**config.mk**
```make
export PLATFORM = sky130hd
export DESIGN_NAME = adc_result_flags
export DESIGN_NICKNAME = d
export VERILOG_FILES = /design/src/logic/adc_flags_pkg.sv /design/src/logic/pin_sync.sv /design/src/logic/result_store.sv /design/src/logic/adc_result_flags.sv
export VERILOG_INCLUDE_DIRS = /design/src /design/src/logic
export SDC_FILE = /design/constraint.sdc
export NUM_CORES = 1
export LEC_CHECK = 0
export BUFFER_PORTS_ARGS = -buffer_cell sky130_fd_sc_hd__buf_2
export CAP_MARGIN = 0
export CELL_PAD_IN_SITES_DETAIL_PLACEMENT = 0
export CELL_PAD_IN_SITES_GLOBAL_PLACEMENT = 2
export CORE_UTILIZATION = 38
export DETAILED_ROUTE_END_ITERATION = 10
export GPL_TIMING_DRIVEN = 1
export PLACE_DENSITY_LB_ADDON = 0.1
export SETUP_SLACK_MARGIN = 0.02
export SYNTH_ARGS = -nofsm -noshare
export SYNTH_HDL_FRONTEND = slang
export SYNTH_SLANG_ARGS = --single-unit
```
**constraint.sdc**
```tcl
create_clock -name clk_i -period 3.5 [get_ports clk_i]
set_input_delay 0.7 -clock clk_i [delete_from_list [all_inputs] [get_ports clk_i]]
set_output_delay 0.7 -clock clk_i [all_outputs]
set_load 0.05 [all_outputs]
```
**src/logic/adc_flags_defs.svh**
```systemverilog
// Purpose: Offsets, field positions, reset values and framing counts for the result and flag bank
// Assumes: Included by bare name; definitions only
// Notes: Offsets are register indexes on the serial port, not byte addresses
`ifndef ADC_FLAGS_DEFS_SVH
`define ADC_FLAGS_DEFS_SVH

`define ADDR_W 7
`define WORD_W 24
`define RESULT_BASE_OFS 7'h30
`define RESULT_SIX_OFS 7'h36
`define RESULT_SEVEN_OFS 7'h37
`define EVENT_FLAGS_OFS 7'h38
`define EVENT_MASK_OFS 7'h39
`define SLOT_SIX 3'h6
`define SLOT_SEVEN 3'h7
`define ABOVE_MSB 23
`define ABOVE_LSB 16
`define BELOW_MSB 15
`define BELOW_LSB 8
`define GAIN_OVF_BIT 7
`define UNREAD_BIT 4
`define WAIT_BIT 3
`define CAL_BIT 2
`define SEQ_BIT 1
`define CONV_BIT 0
`define EVENT_MASK_RST 24'h000001
`define CMD_BITS 6'h08
`define FRAME_BITS 6'h20

`endif

```
**src/logic/adc_flags_pkg.sv**
```systemverilog
// Purpose: Types shared by the result and flag bank
// Assumes: Used by scoped name only
// Notes: Frame phases are Gray coded along the normal path
package adc_flags_pkg;

  // Serial frame phase: command byte, data word, then wait for deselect
  typedef enum logic [1:0] {
    PH_CMD = 2'b00,
    PH_DATA = 2'b01,
    PH_DONE = 2'b11
  } frame_phase_e;

  typedef logic [23:0] word_t;

endpackage : adc_flags_pkg

```
**src/logic/pin_sync.sv**
```systemverilog
// Purpose: Two-flop synchroniser for the serial port pins
// Assumes: Pins are asynchronous to clk_i
// Notes: Stage one is read only by stage two
`timescale 1ns/1ps
module pin_sync #(
  parameter logic [2:0] RST_VAL = 3'h0
) (
  // Clock and reset
  input wire logic clk_i,
  input wire logic sys_rst_i,
  // Pins in, synchronised out
  input wire logic [2:0] pin_i,
  output logic [2:0] sync_o
);

  logic [2:0] meta_reg;

  // Two stages to settle metastability
  always_ff @(posedge clk_i) begin
    if (sys_rst_i) begin
      meta_reg <= RST_VAL;
      sync_o <= RST_VAL;
    end else begin
      meta_reg <= pin_i;
      sync_o <= meta_reg;
    end
  end

endmodule : pin_sync

```
**src/logic/result_store.sv**
```systemverilog
// Purpose: Holds result slots six and seven
// Assumes: One write and one read per cycle
// Notes: Read data comes from a register, one cycle after the address
`timescale 1ns/1ps
module result_store (
  // Clock
  input wire logic clk_i,
  // Write port
  input wire logic wr_en_i,
  input wire logic wr_sel_i,
  input wire logic [23:0] wr_data_i,
  // Read port
  input wire logic rd_sel_i,
  output logic [23:0] rd_data_o
);

  adc_flags_pkg::word_t mem [0:1];

  // Contents carry no reset; they are defined by the first write, from a conversion or the port
  always_ff @(posedge clk_i) begin
    if (wr_en_i) begin
      mem[wr_sel_i] <= wr_data_i;
    end
  end

  // Registered read
  always_ff @(posedge clk_i) begin
    rd_data_o <= mem[rd_sel_i];
  end

endmodule : result_store

```
**src/logic/adc_result_flags.sv**
```systemverilog
// Purpose: Result slots six and seven, event flag register and interrupt mask on a serial port
// Assumes: Serial clock at most one eighth of clk_i; converter events are one-cycle pulses
// Notes: Frame is 8 command bits (read bit, 7-bit index) then 24 data bits, MSB first, mode 0
`timescale 1ns/1ps
`include "adc_flags_defs.svh"
module adc_result_flags (
  // Clock and reset
  input wire logic clk_i,
  input wire logic sys_rst_i,
  // Serial port pins
  input wire logic spi_cs_n_i,
  input wire logic spi_sclk_i,
  input wire logic spi_mosi_i,
  output logic spi_miso_o,
  output logic spi_miso_oe_o,
  // Converter results
  input wire logic result_valid_i,
  input wire logic [2:0] result_target_select_i,
  input wire logic [23:0] result_data_i,
  // Per-channel range events
  input wire logic [7:0] above_limit_i,
  input wire logic [7:0] digital_over_i,
  input wire logic [7:0] below_limit_i,
  input wire logic [7:0] digital_under_i,
  // Calibration, wait, sequencer and conversion events
  input wire logic gain_cal_done_i,
  input wire logic gain_cal_over_i,
  input wire logic cal_stored_i,
  input wire logic wait_done_i,
  input wire logic seq_pass_i,
  input wire logic seq_wrap_i,
  input wire logic conv_pre_result_i,
  // Launch register writes seen by neighbouring logic
  input wire logic wait_launch_wr_i,
  input wire logic cal_launch_wr_i,
  input wire logic sequence_launch_wr_i,
  input wire logic conversion_launch_wr_i,
  // Interrupt
  output logic interrupt_out_n
);

  // Index of a result slot, valid when is_result_ofs holds
  function automatic logic [2:0] slot_of(input logic [6:0] ofs);
    slot_of = ofs[2:0];
  endfunction : slot_of

  function automatic logic is_result_ofs(input logic [6:0] ofs);
    is_result_ofs = ({ofs[6:3], 3'h0} == `RESULT_BASE_OFS);
  endfunction : is_result_ofs

  logic [2:0] pins_s;
  logic sclk_d_reg;
  logic cs_n_s;
  logic sclk_rise, sclk_fall, cmd_done, frame_done, status_rd, data_rd, eng_wr, spi_wr;
  logic [5:0] bit_cnt_reg;
  logic [31:0] rx_reg;
  logic rd_pend_reg;
  logic [6:0] ofs_reg;
  logic [23:0] tx_reg, flags_snap_reg, flags, mem_rdata, wdata, mask_reg;
  adc_flags_pkg::frame_phase_e phase_reg;
  logic [7:0] above_reg, below_reg, unread_reg;
  logic gain_ovf_reg, wait_reg, cal_reg, seq_reg, conv_reg;

  // Pins pass two flops before any logic sees them; idle chip select is high
  pin_sync #(
    .RST_VAL(3'h4)
  ) u_sync (
    .clk_i(clk_i),
    .sys_rst_i(sys_rst_i),
    .pin_i({spi_cs_n_i, spi_sclk_i, spi_mosi_i}),
    .sync_o(pins_s)
  );

  assign cs_n_s = pins_s[2];

  // Edge detect on the settled serial clock
  always_ff @(posedge clk_i) begin
    if (sys_rst_i) begin
      sclk_d_reg <= 1'b0;
    end else begin
      sclk_d_reg <= pins_s[1];
    end
  end

  assign sclk_rise = pins_s[1] & ~sclk_d_reg & ~cs_n_s;
  assign sclk_fall = ~pins_s[1] & sclk_d_reg & ~cs_n_s;
  assign cmd_done = sclk_rise && (phase_reg == adc_flags_pkg::PH_CMD)
                    && (bit_cnt_reg == `CMD_BITS - 6'h01);
  assign frame_done = sclk_rise && (phase_reg == adc_flags_pkg::PH_DATA)
                      && (bit_cnt_reg == `FRAME_BITS - 6'h01);
  // The last index bit is still on the pin flop, not yet in rx_reg
  assign status_rd = cmd_done && rx_reg[6] && ({rx_reg[5:0], pins_s[0]} == `EVENT_FLAGS_OFS);

  // Frame phase and bit count; deselect aborts any partial frame
  always_ff @(posedge clk_i) begin
    if (sys_rst_i || cs_n_s) begin
      phase_reg <= adc_flags_pkg::PH_CMD;
      bit_cnt_reg <= 6'h00;
    end else if (sclk_rise) begin
      bit_cnt_reg <= bit_cnt_reg + 6'h01;
      case (phase_reg)
        adc_flags_pkg::PH_CMD: begin
          if (cmd_done) begin
            phase_reg <= adc_flags_pkg::PH_DATA;
          end
        end
        adc_flags_pkg::PH_DATA: begin
          if (frame_done) begin
            phase_reg <= adc_flags_pkg::PH_DONE;
          end
        end
        default: begin
          phase_reg <= adc_flags_pkg::PH_DONE;
        end
      endcase
    end
  end

  // Shift register for incoming bits
  always_ff @(posedge clk_i) begin
    if (sys_rst_i) begin
      rx_reg <= 32'h0000_0000;
    end else if (sclk_rise) begin
      rx_reg <= {rx_reg[30:0], pins_s[0]};
    end
  end

  // Index is latched when the command byte completes
  always_ff @(posedge clk_i) begin
    if (sys_rst_i) begin
      ofs_reg <= 7'h00;
      rd_pend_reg <= 1'b0;
    end else begin
      rd_pend_reg <= cmd_done && rx_reg[6];
      if (cmd_done) begin
        ofs_reg <= {rx_reg[5:0], pins_s[0]};
      end
    end
  end

  assign data_rd = cmd_done && rx_reg[6] && is_result_ofs({rx_reg[5:0], pins_s[0]});

  // Engine writes take the store before the port; a colliding port write is dropped
  assign eng_wr = result_valid_i && (result_target_select_i == `SLOT_SIX
                  || result_target_select_i == `SLOT_SEVEN);
  assign spi_wr = frame_done && ~rx_reg[30]
                  && (rx_reg[29:23] == `RESULT_SIX_OFS || rx_reg[29:23] == `RESULT_SEVEN_OFS);
  assign wdata = eng_wr ? result_data_i : {rx_reg[22:0], pins_s[0]};

  result_store u_store (
    .clk_i(clk_i),
    .wr_en_i(eng_wr || spi_wr),
    .wr_sel_i(eng_wr ? result_target_select_i[0] : rx_reg[23]),
    .wr_data_i(wdata),
    .rd_sel_i(pins_s[0]),
    .rd_data_o(mem_rdata)
  );

  // Flag word; bits 6 and 5 are hard zero
  assign flags = {above_reg, below_reg, gain_ovf_reg, 2'b00, |unread_reg,
                  wait_reg, cal_reg, seq_reg, conv_reg};

  // Snapshot taken at the read so the word reflects its start
  always_ff @(posedge clk_i) begin
    if (sys_rst_i) begin
      flags_snap_reg <= 24'h000000;
    end else if (cmd_done) begin
      flags_snap_reg <= flags;
    end
  end

  // Output shifter: load one cycle after the command, shift on falling edges
  always_ff @(posedge clk_i) begin
    if (sys_rst_i) begin
      tx_reg <= 24'h000000;
      spi_miso_o <= 1'b0;
    end else if (rd_pend_reg) begin
      if (ofs_reg == `EVENT_FLAGS_OFS) begin
        tx_reg <= flags_snap_reg;
      end else if (ofs_reg == `EVENT_MASK_OFS) begin
        tx_reg <= mask_reg;
      end else if (ofs_reg == `RESULT_SIX_OFS || ofs_reg == `RESULT_SEVEN_OFS) begin
        tx_reg <= mem_rdata;
      end else begin
        tx_reg <= 24'h000000;
      end
    end else if (sclk_fall && phase_reg == adc_flags_pkg::PH_DATA) begin
      spi_miso_o <= tx_reg[23];
      tx_reg <= {tx_reg[22:0], 1'b0};
    end
  end

  // Drive the data line only while selected
  always_ff @(posedge clk_i) begin
    if (sys_rst_i) begin
      spi_miso_oe_o <= 1'b0;
    end else begin
      spi_miso_oe_o <= ~cs_n_s;
    end
  end

  // Range flags: sticky, cleared only by a flag read, a new event wins the clear
  always_ff @(posedge clk_i) begin
    if (sys_rst_i) begin
      above_reg <= 8'h00;
      below_reg <= 8'h00;
    end else begin
      above_reg <= (above_reg & {8{~status_rd}}) | above_limit_i | digital_over_i;
      below_reg <= (below_reg & {8{~status_rd}}) | below_limit_i | digital_under_i;
    end
  end

  // Gain calibration overflow: a valid later calibration also clears it
  always_ff @(posedge clk_i) begin
    if (sys_rst_i) begin
      gain_ovf_reg <= 1'b0;
    end else if (gain_cal_done_i && gain_cal_over_i) begin
      gain_ovf_reg <= 1'b1;
    end else if (status_rd || gain_cal_done_i) begin
      gain_ovf_reg <= 1'b0;
    end
  end

  // Hidden unread bits, one per result slot, untouched by a flag read
  always_ff @(posedge clk_i) begin
    if (sys_rst_i) begin
      unread_reg <= 8'h00;
    end else begin
      for (int k = 0; k < 8; k++) begin
        if (result_valid_i && result_target_select_i == 3'(k)) begin
          unread_reg[k] <= 1'b1;
        end else if (data_rd && slot_of({rx_reg[5:0], pins_s[0]}) == 3'(k)) begin
          unread_reg[k] <= 1'b0;
        end
      end
    end
  end

  // Ready flags: set wins over every clear source
  always_ff @(posedge clk_i) begin
    if (sys_rst_i) begin
      wait_reg <= 1'b0;
      cal_reg <= 1'b0;
      seq_reg <= 1'b0;
      conv_reg <= 1'b0;
    end else begin
      wait_reg <= wait_done_i | (wait_reg & ~(status_rd | wait_launch_wr_i));
      cal_reg <= cal_stored_i | (cal_reg & ~(status_rd | cal_launch_wr_i));
      seq_reg <= seq_pass_i
                 | (seq_reg & ~(status_rd | sequence_launch_wr_i | seq_wrap_i));
      conv_reg <= result_valid_i
                  | (conv_reg & ~(status_rd | conversion_launch_wr_i | conv_pre_result_i));
    end
  end

  // Interrupt mask, written whole at the end of a write frame
  always_ff @(posedge clk_i) begin
    if (sys_rst_i) begin
      mask_reg <= `EVENT_MASK_RST;
    end else if (frame_done && ~rx_reg[30] && rx_reg[29:23] == `EVENT_MASK_OFS) begin
      mask_reg <= {rx_reg[22:0], pins_s[0]};
    end
  end

  // Registered active-low interrupt; one cycle behind the flags
  always_ff @(posedge clk_i) begin
    if (sys_rst_i) begin
      interrupt_out_n <= 1'b1;
    end else begin
      interrupt_out_n <= ~|(flags & mask_reg);
    end
  end
endmodule : adc_result_flags

```
---- After elaboration in Yosys (flattened, before gate mapping) ----
Memories as Yosys holds them, arrays and structs flattened. A register that Yosys moved wholly into a read port is not among the register bits.
Cells that the tools add are included.
word-level totals
  logic and storage cells ................. 177
  memories kept ........................... 1
  register bits ........................... 156
  bits of input ports ..................... 76
  output and inout bits ................... 3
  memory bits (writable) .................. 48
memory list
  memory       depth  bits a word  read ports  clocked after Yosys merged registers in  wr ports  RTL line            source
  u_store.mem  2      24           1           1                                        1         result_store.sv:17  adc_flags_pkg::word_t mem [0:1];
operators by class
  eq/ne operators ......................... 28
  add/subtract/negate cells ............... 1
  mux-type cells .......................... 30
  reductions and logical operators ........ 53
  bitwise logic cells ..................... 35
operator list
  operator                                                                count
  24-bit 2-to-1 mux                                                       6
  7-bit by 6-bit equality test with 1-bit output (second input constant)  8
  8-bit bitwise OR                                                        4
  1-bit logical AND                                                       29
  24-bit AND                                                              1
  3-bit equality test (second input constant)                             8
  24-bit OR reduction                                                     1
  1-bit 2-to-1 mux                                                        21
  2-bit nonzero test                                                      10
  8-bit AND                                                               2
  3-bit by 2-bit equality test with 1-bit output (second input constant)  4
  1-bit NOT                                                               10
  1-bit bitwise OR                                                        10
  1-bit AND                                                               8
  8-bit OR reduction                                                      1
  6-bit by 1-bit adder with 6-bit output (second input constant)          1
  3-bit by 1-bit equality test with 1-bit output (second input constant)  2
  6-bit by 3-bit equality test with 1-bit output (second input constant)  1
  6-bit by 5-bit equality test with 1-bit output (second input constant)  1
  3-bit logical NOT                                                       2
  1-bit logical OR                                                        6
  4-bit by 3-bit equality test with 1-bit output (second input constant)  1
  2-bit 2-to-1 mux                                                        2
  2-bit inequality test (second input constant)                           2
  6 further kinds                                                         6

---- Logic depth before layout (Yosys ltp) ----
  depth after elaboration ................. 12
  mapped depth ............................ 7

---- By module ----
From an unflattened synthesis, not the netlist that was laid out.
second synthesis, totals
  cell total of the unflattened synthesis .. 902
  area, all modules ....................... 9,031.2 um^2
by module, submodules not included
  module            instances  cells an instance  area each (um^2)  sequential area each (um^2)
  adc_result_flags  1          789                6,542.5           3,002.9
  result_store      1          101                2,331.0           1,921.8
  pin_sync          1          12                 157.7             120.1

---- Least setup slack after synthesis ----
No wires, ideal clock.
  path type ............................... register to register
  start point ............................. register u_sync.sync_o[1]
  end point ............................... memory u_store.mem[0][0] in the netlist's numbering (enable)
  buffers on the path ..................... 2
  data arrival time ....................... 2,855 ps
  period minus slack after synthesis ...... 3,263 ps
  setup time .............................. 408 ps
  cell stages (with the launch flop) ...... 7
  setup slack ............................. 237 ps
  required time ........................... 3,092 ps
  cells stage by stage .................... dfxtp_1 or3b_1 buf_2 or4_1 buf_2 o31a_1 nor2b_1
on the way
  longest elaborated chain between the ends .. 9
ends and longest elaborated chain
  element                                 RTL line                 source
  from (decl)                             pin_sync.sv:13           output logic [2:0] sync_o
  from (signal assigned)                  pin_sync.sv:25           sync_o <= meta_reg;
  1-bit AND (2 in series)                 adc_result_flags.sv:85   assign sclk_rise = pins_s[1] & ~sclk_d_reg & ~cs_n_s;
  1-bit logical AND (2 in series)         adc_result_flags.sv:89   assign frame_done = sclk_rise && (phase_reg == adc_flags_pkg::PH_DATA)
  1-bit logical AND (2 in series)         adc_result_flags.sv:146  assign spi_wr = frame_done && ~rx_reg[30]
  1-bit logical OR                        adc_result_flags.sv:152  .wr_en_i(eng_wr || spi_wr),
  1-bit 2-to-1 mux                        result_store.sv:21       if (wr_en_i) begin
  1-bit 2-to-1 mux (not written as such)  result_store.sv:22       mem[wr_sel_i] <= wr_data_i;
  to (decl)                               result_store.sv:17
Every way passes these cells.

---- Worst setup path in the final report ----
  start point ............................. register bit_cnt_reg[0]
  end point ............................... memory u_store.mem[1][11] in the netlist's numbering (enable)
on the way
  longest elaborated chain between the ends .. 7
ends and longest elaborated chain
  element                                         RTL line                 source
  from (decl)                                     adc_result_flags.sv:55   logic [5:0] bit_cnt_reg;
  from (signal assigned)                          adc_result_flags.sv:100  bit_cnt_reg <= bit_cnt_reg + 6'h01;
  6-bit by 5-bit equality test with 1-bit output  adc_result_flags.sv:90   && (bit_cnt_reg == `FRAME_BITS - 6'h01);
  1-bit logical AND                               adc_result_flags.sv:89
  1-bit logical AND (2 in series)                 adc_result_flags.sv:146
  1-bit logical OR                                adc_result_flags.sv:152
  1-bit 2-to-1 mux                                result_store.sv:21
  1-bit 2-to-1 mux (not written as such)          result_store.sv:22
Every way passes these cells.

==> summary.md <==
| Metric | Value |
|---|---|
| Synthesized-area fraction occupied by adder cells | 0.139% |
| TritonCTS buffer count | 26 |
| Effective utilization at floorplan | 39.3% |
| Kind of start point of the critical path | flip-flop |
| Clock edge transition at the registers on the reported setup and hold paths | 0.06 ns |
| Relative slew slack | ~37% |
| Share of final-layout standard cells stronger than drive strength 1 | just over 20% |
| Setup violations, final | 0 |
| First-pass GRT wire length | between 30000 and 40000 um |
| Via density per instance | 5.30 |
| Sequential fraction of the synthesis area | ~56% |
| TritonCTS clock tree | done |
| Initial DRT Pass Iterations | 5 |
| Worst Tran Pin Value | 0.944 ns |
| Number of placement rows | 55 |
| Clock H-tree levels | 1 |
| Multiplexer share of the synthesized area | approximately 9% |
| Static Leakage | 3.65 nW |
| Endpoint required time on the critical path | 3.71 ns |
| Core Box Area | 22900 um2 |
| Violation count after the first detailed-routing iteration | roughly 420 |
| Post-Synthesis Net Count | between 900 and 1000 |
| Die height | 156 um |
| Total track usage | 20.4% |
| Worst Hold Slack | 0.366 ns |
| WL/cell | roughly 19 um |
| Synthesized-area fraction occupied by xor and xnor cells | 0.292% |
| Largest net degree at the start of global routing | 62 |
| Source-to-sink clock delay at the later pin of the worst-skew pair | 0.52 ns |
| DRC violation count after routing | 0 |
| IO buf count | 78 |
| Antenna violation net count after detailed routing | 0 |
| Startpoint of the worst hold path | spi_cs_n_i |
| Nets@finish | approximately 1000 |
| Area taken by multi-input logic gates | 3680 um2 |
| Most used DFF post-synth | dfxtp_1 |
| Outcome | complete, no violations |
| Number of flip-flops in the largest register | 48 |
| Synth warn | 0 |
| Cell area after technology mapping | between 8000 and 9000 um2 |
| Initial antenna violation count | 1 |
| Hold buffer count at CTS | 0 |
| Yosys cell types | 51 |
| Total number of vias | 6891 |
| ANT cells | 0 |
| Worst supply voltage drop on vdd | around 0.3 mV |
| Crit-path max FO | 26 |
| Layout overhead on the synthesized area | 17.2% |
| Buffers from clock root to sink, at most | 3 |
| Final hold vios | 0 |
| Number of sinks on the clock net | 228 |
| Layout fillers | 2154 |
| Number of global-route vias before repair | slightly below 7000 |
| Beginning of the worst register-to-register path | bit_cnt_reg[0] |
| Hold Path Depth | 2 |
| Final Skew | about 0.009 ns |
| Last weighted congestion value of the routability-driven placer | 0.808 |
| Share of async-settable or async-resettable flops after synthesis | 0% |
| X dimension of the die | about 160 um |
| Root buffer cell | clkbuf_16 |
| Worst min-delay path endpoint | u_sync.meta_reg[2] |
| Achievable clock frequency | 390 MHz |
| Setup Total Neg Slack | 0 ns |
| Crit end category | flip-flop |
| Dpl hpwl | 16800 um |
| Max capacitance violation total | 0 |
| Count of final max-slew check failures | 0 |
| Cts repair resizes | 0 |
| Power per standard cell area | 531 nW/um2 |
| Data arrival time at the worst-slack endpoint | 2.77 ns |
| Number of cells produced by synthesis | 905 |
| Dominant combinational cell family by area after synthesis | simple AND/OR/NAND/NOR gates |
| Register-to-register path setup slack | 0.94 ns |
| EDFF count, synth | 48 |
| R2R cell count | 7 |
| Setup repair after global routing missed its margin | false |
| Die area | 24300 um2 |
| Type of the worst setup path | reg -> reg |
| Synthesized flop and latch total | approximately 230 |
| Share of the synthesized area in compound gates (AO/OA/AOI/OAI) | about 15% |
| Number of top-level design ports | slightly below 80 |
| Sum of routed wire length over all layers | 24500 um |
| Share of the clock period used by the worst path after layout | between 70% and 80% |
| Storage cell area | between 5000 and 6000 um2 |
| Postcts setup bufs | 0 |
| Syn avg cell area | 9.94 um2 |
| Worst min-delay path category | in -> reg |
| Endpoint of the worst register-to-register path | u_store.mem[1][11] |
| Post-Synth Simple-Gate Area | approximately 16% |
| Global route overflow | 0 |
| Post-route minimum period | 2.56 ns |
==> layer usage <==
| metal | wire, um | vias to the layer above | GRT usage, % |
|---|---|---|---|
| met3 | 910 | 28 | 2.64 |
| li1 | - | 3388 | - |
| met1 | 12100 | 3334 | 30.0 |
| met5 | 0 | - | 0 |
| met4 | 491 | 0 | 4.62 |
| met2 | 11000 | 141 | 31.6 |
==> synthesized netlist by cell type, types with 3 or more instances <==
cell,n,area share (%)
a311oi_1,20,1.9
and3_1,3,0.21
nor2b_1,7,0.49
mux2i_1,25,2.8
nor4_1,5,0.35
o32ai_1,21,2.0
or3_1,3,0.21
dfxtp_1,180,40
nor2_1,54,2.3
a22oi_1,33,2.8
o21a_1,3,0.25
buf_2,6,0.33
a21oi_1,98,5.5
o21ai_1,11,0.61
nor3_1,20,1.1
mux2_2,48,6.0
clkbuf_1,55,2.3
nand4_1,3,0.21
nand2b_1,27,1.9
inv_1,11,0.46
edfxtp_1,48,16
or2_2,4,0.28
nor4b_1,4,0.39
o21ai_0,20,1.1
nand3_1,33,1.8
nand2_1,128,5.3
==> final cells by class <==
class                      instances  area share, %
clock buffer                      38           7.28
clock inverter                    10          0.724
inverter                          11          0.392
multi-input combinational        601           34.9
sequential                       228           47.8
tap                              313           3.71
timing repair buffer              98           5.15
==> layout by cell type (no fill, tap or decap), types with 21 or more instances in the layout <==
cell         n
nand2_1    128
nand3_1     33
edfxtp_1    48
nor2_1      53
buf_4       21
buf_2       77
a22oi_1     33
clkbuf_16   28
mux2i_1     25
a21oi_1     98
mux2_2      48
nand2b_1    27
dfxtp_1    180
o32ai_1     21
==> stage by stage <==
stage	power [mW]	instance area [um2]	util, %	setup WS [ns]	std cells
6_report	5.60	10500	46.0	0.937	1299
5_1_grt	5.79	10500	46.0	0.773	1299
4_1_cts	5.66	10500	46.0	0.913	1299
3_5_place_dp	3.01	9700	42.3	0.937	1251
3_3_place_gp	3.00	9700	42.3	0.963	1251
2_1_floorplan	2.90	9000	-	0.237	905
==> where the power goes <==
part           switching, mW  internal [mW]
Sequential            0.0365           2.73
Combinational          0.106         0.0825
Clock                   1.05           1.59
Total                   1.20           4.40
==> worst max path at each step <==
stage,startpoint,end,slack (ns)
detailed placement,bit_cnt_reg[0],u_store.mem[0][5],0.94
CTS,bit_cnt_reg[0],u_store.mem[1][11],0.91
floorplan,u_sync.sync_o[1],u_store.mem[0][0],0.24
global route,bit_cnt_reg[0],u_store.mem[1][6],0.77
global placement,bit_cnt_reg[0],u_store.mem[1][5],0.96
finish,bit_cnt_reg[0],u_store.mem[1][11],0.94
==> critical path, stage by stage, from the launching register on <==
cell     delay [ns]
dfxtp_1        0.37
ha_1           0.21
nand3_1        0.20
or4_1          0.54
buf_4          0.24
o31a_1         0.31
nor2_2         0.14
buf_4          0.24
==> kinds of logic (layout without fill, tap and decap cells) <==
| kind of cell | Yosys count | after routing |
|---|---|---|
| simple gates | 307 | 307 |
| flops | 228 | 228 |
| compound gates | 217 | 217 |
| buf+inv | 76 | 157 |
| mux | 73 | 73 |
| xor+xnor | 3 | 3 |
| fa+ha+maj | 1 | 1 |
Note: power is estimated with default switching activity, not from simulation.
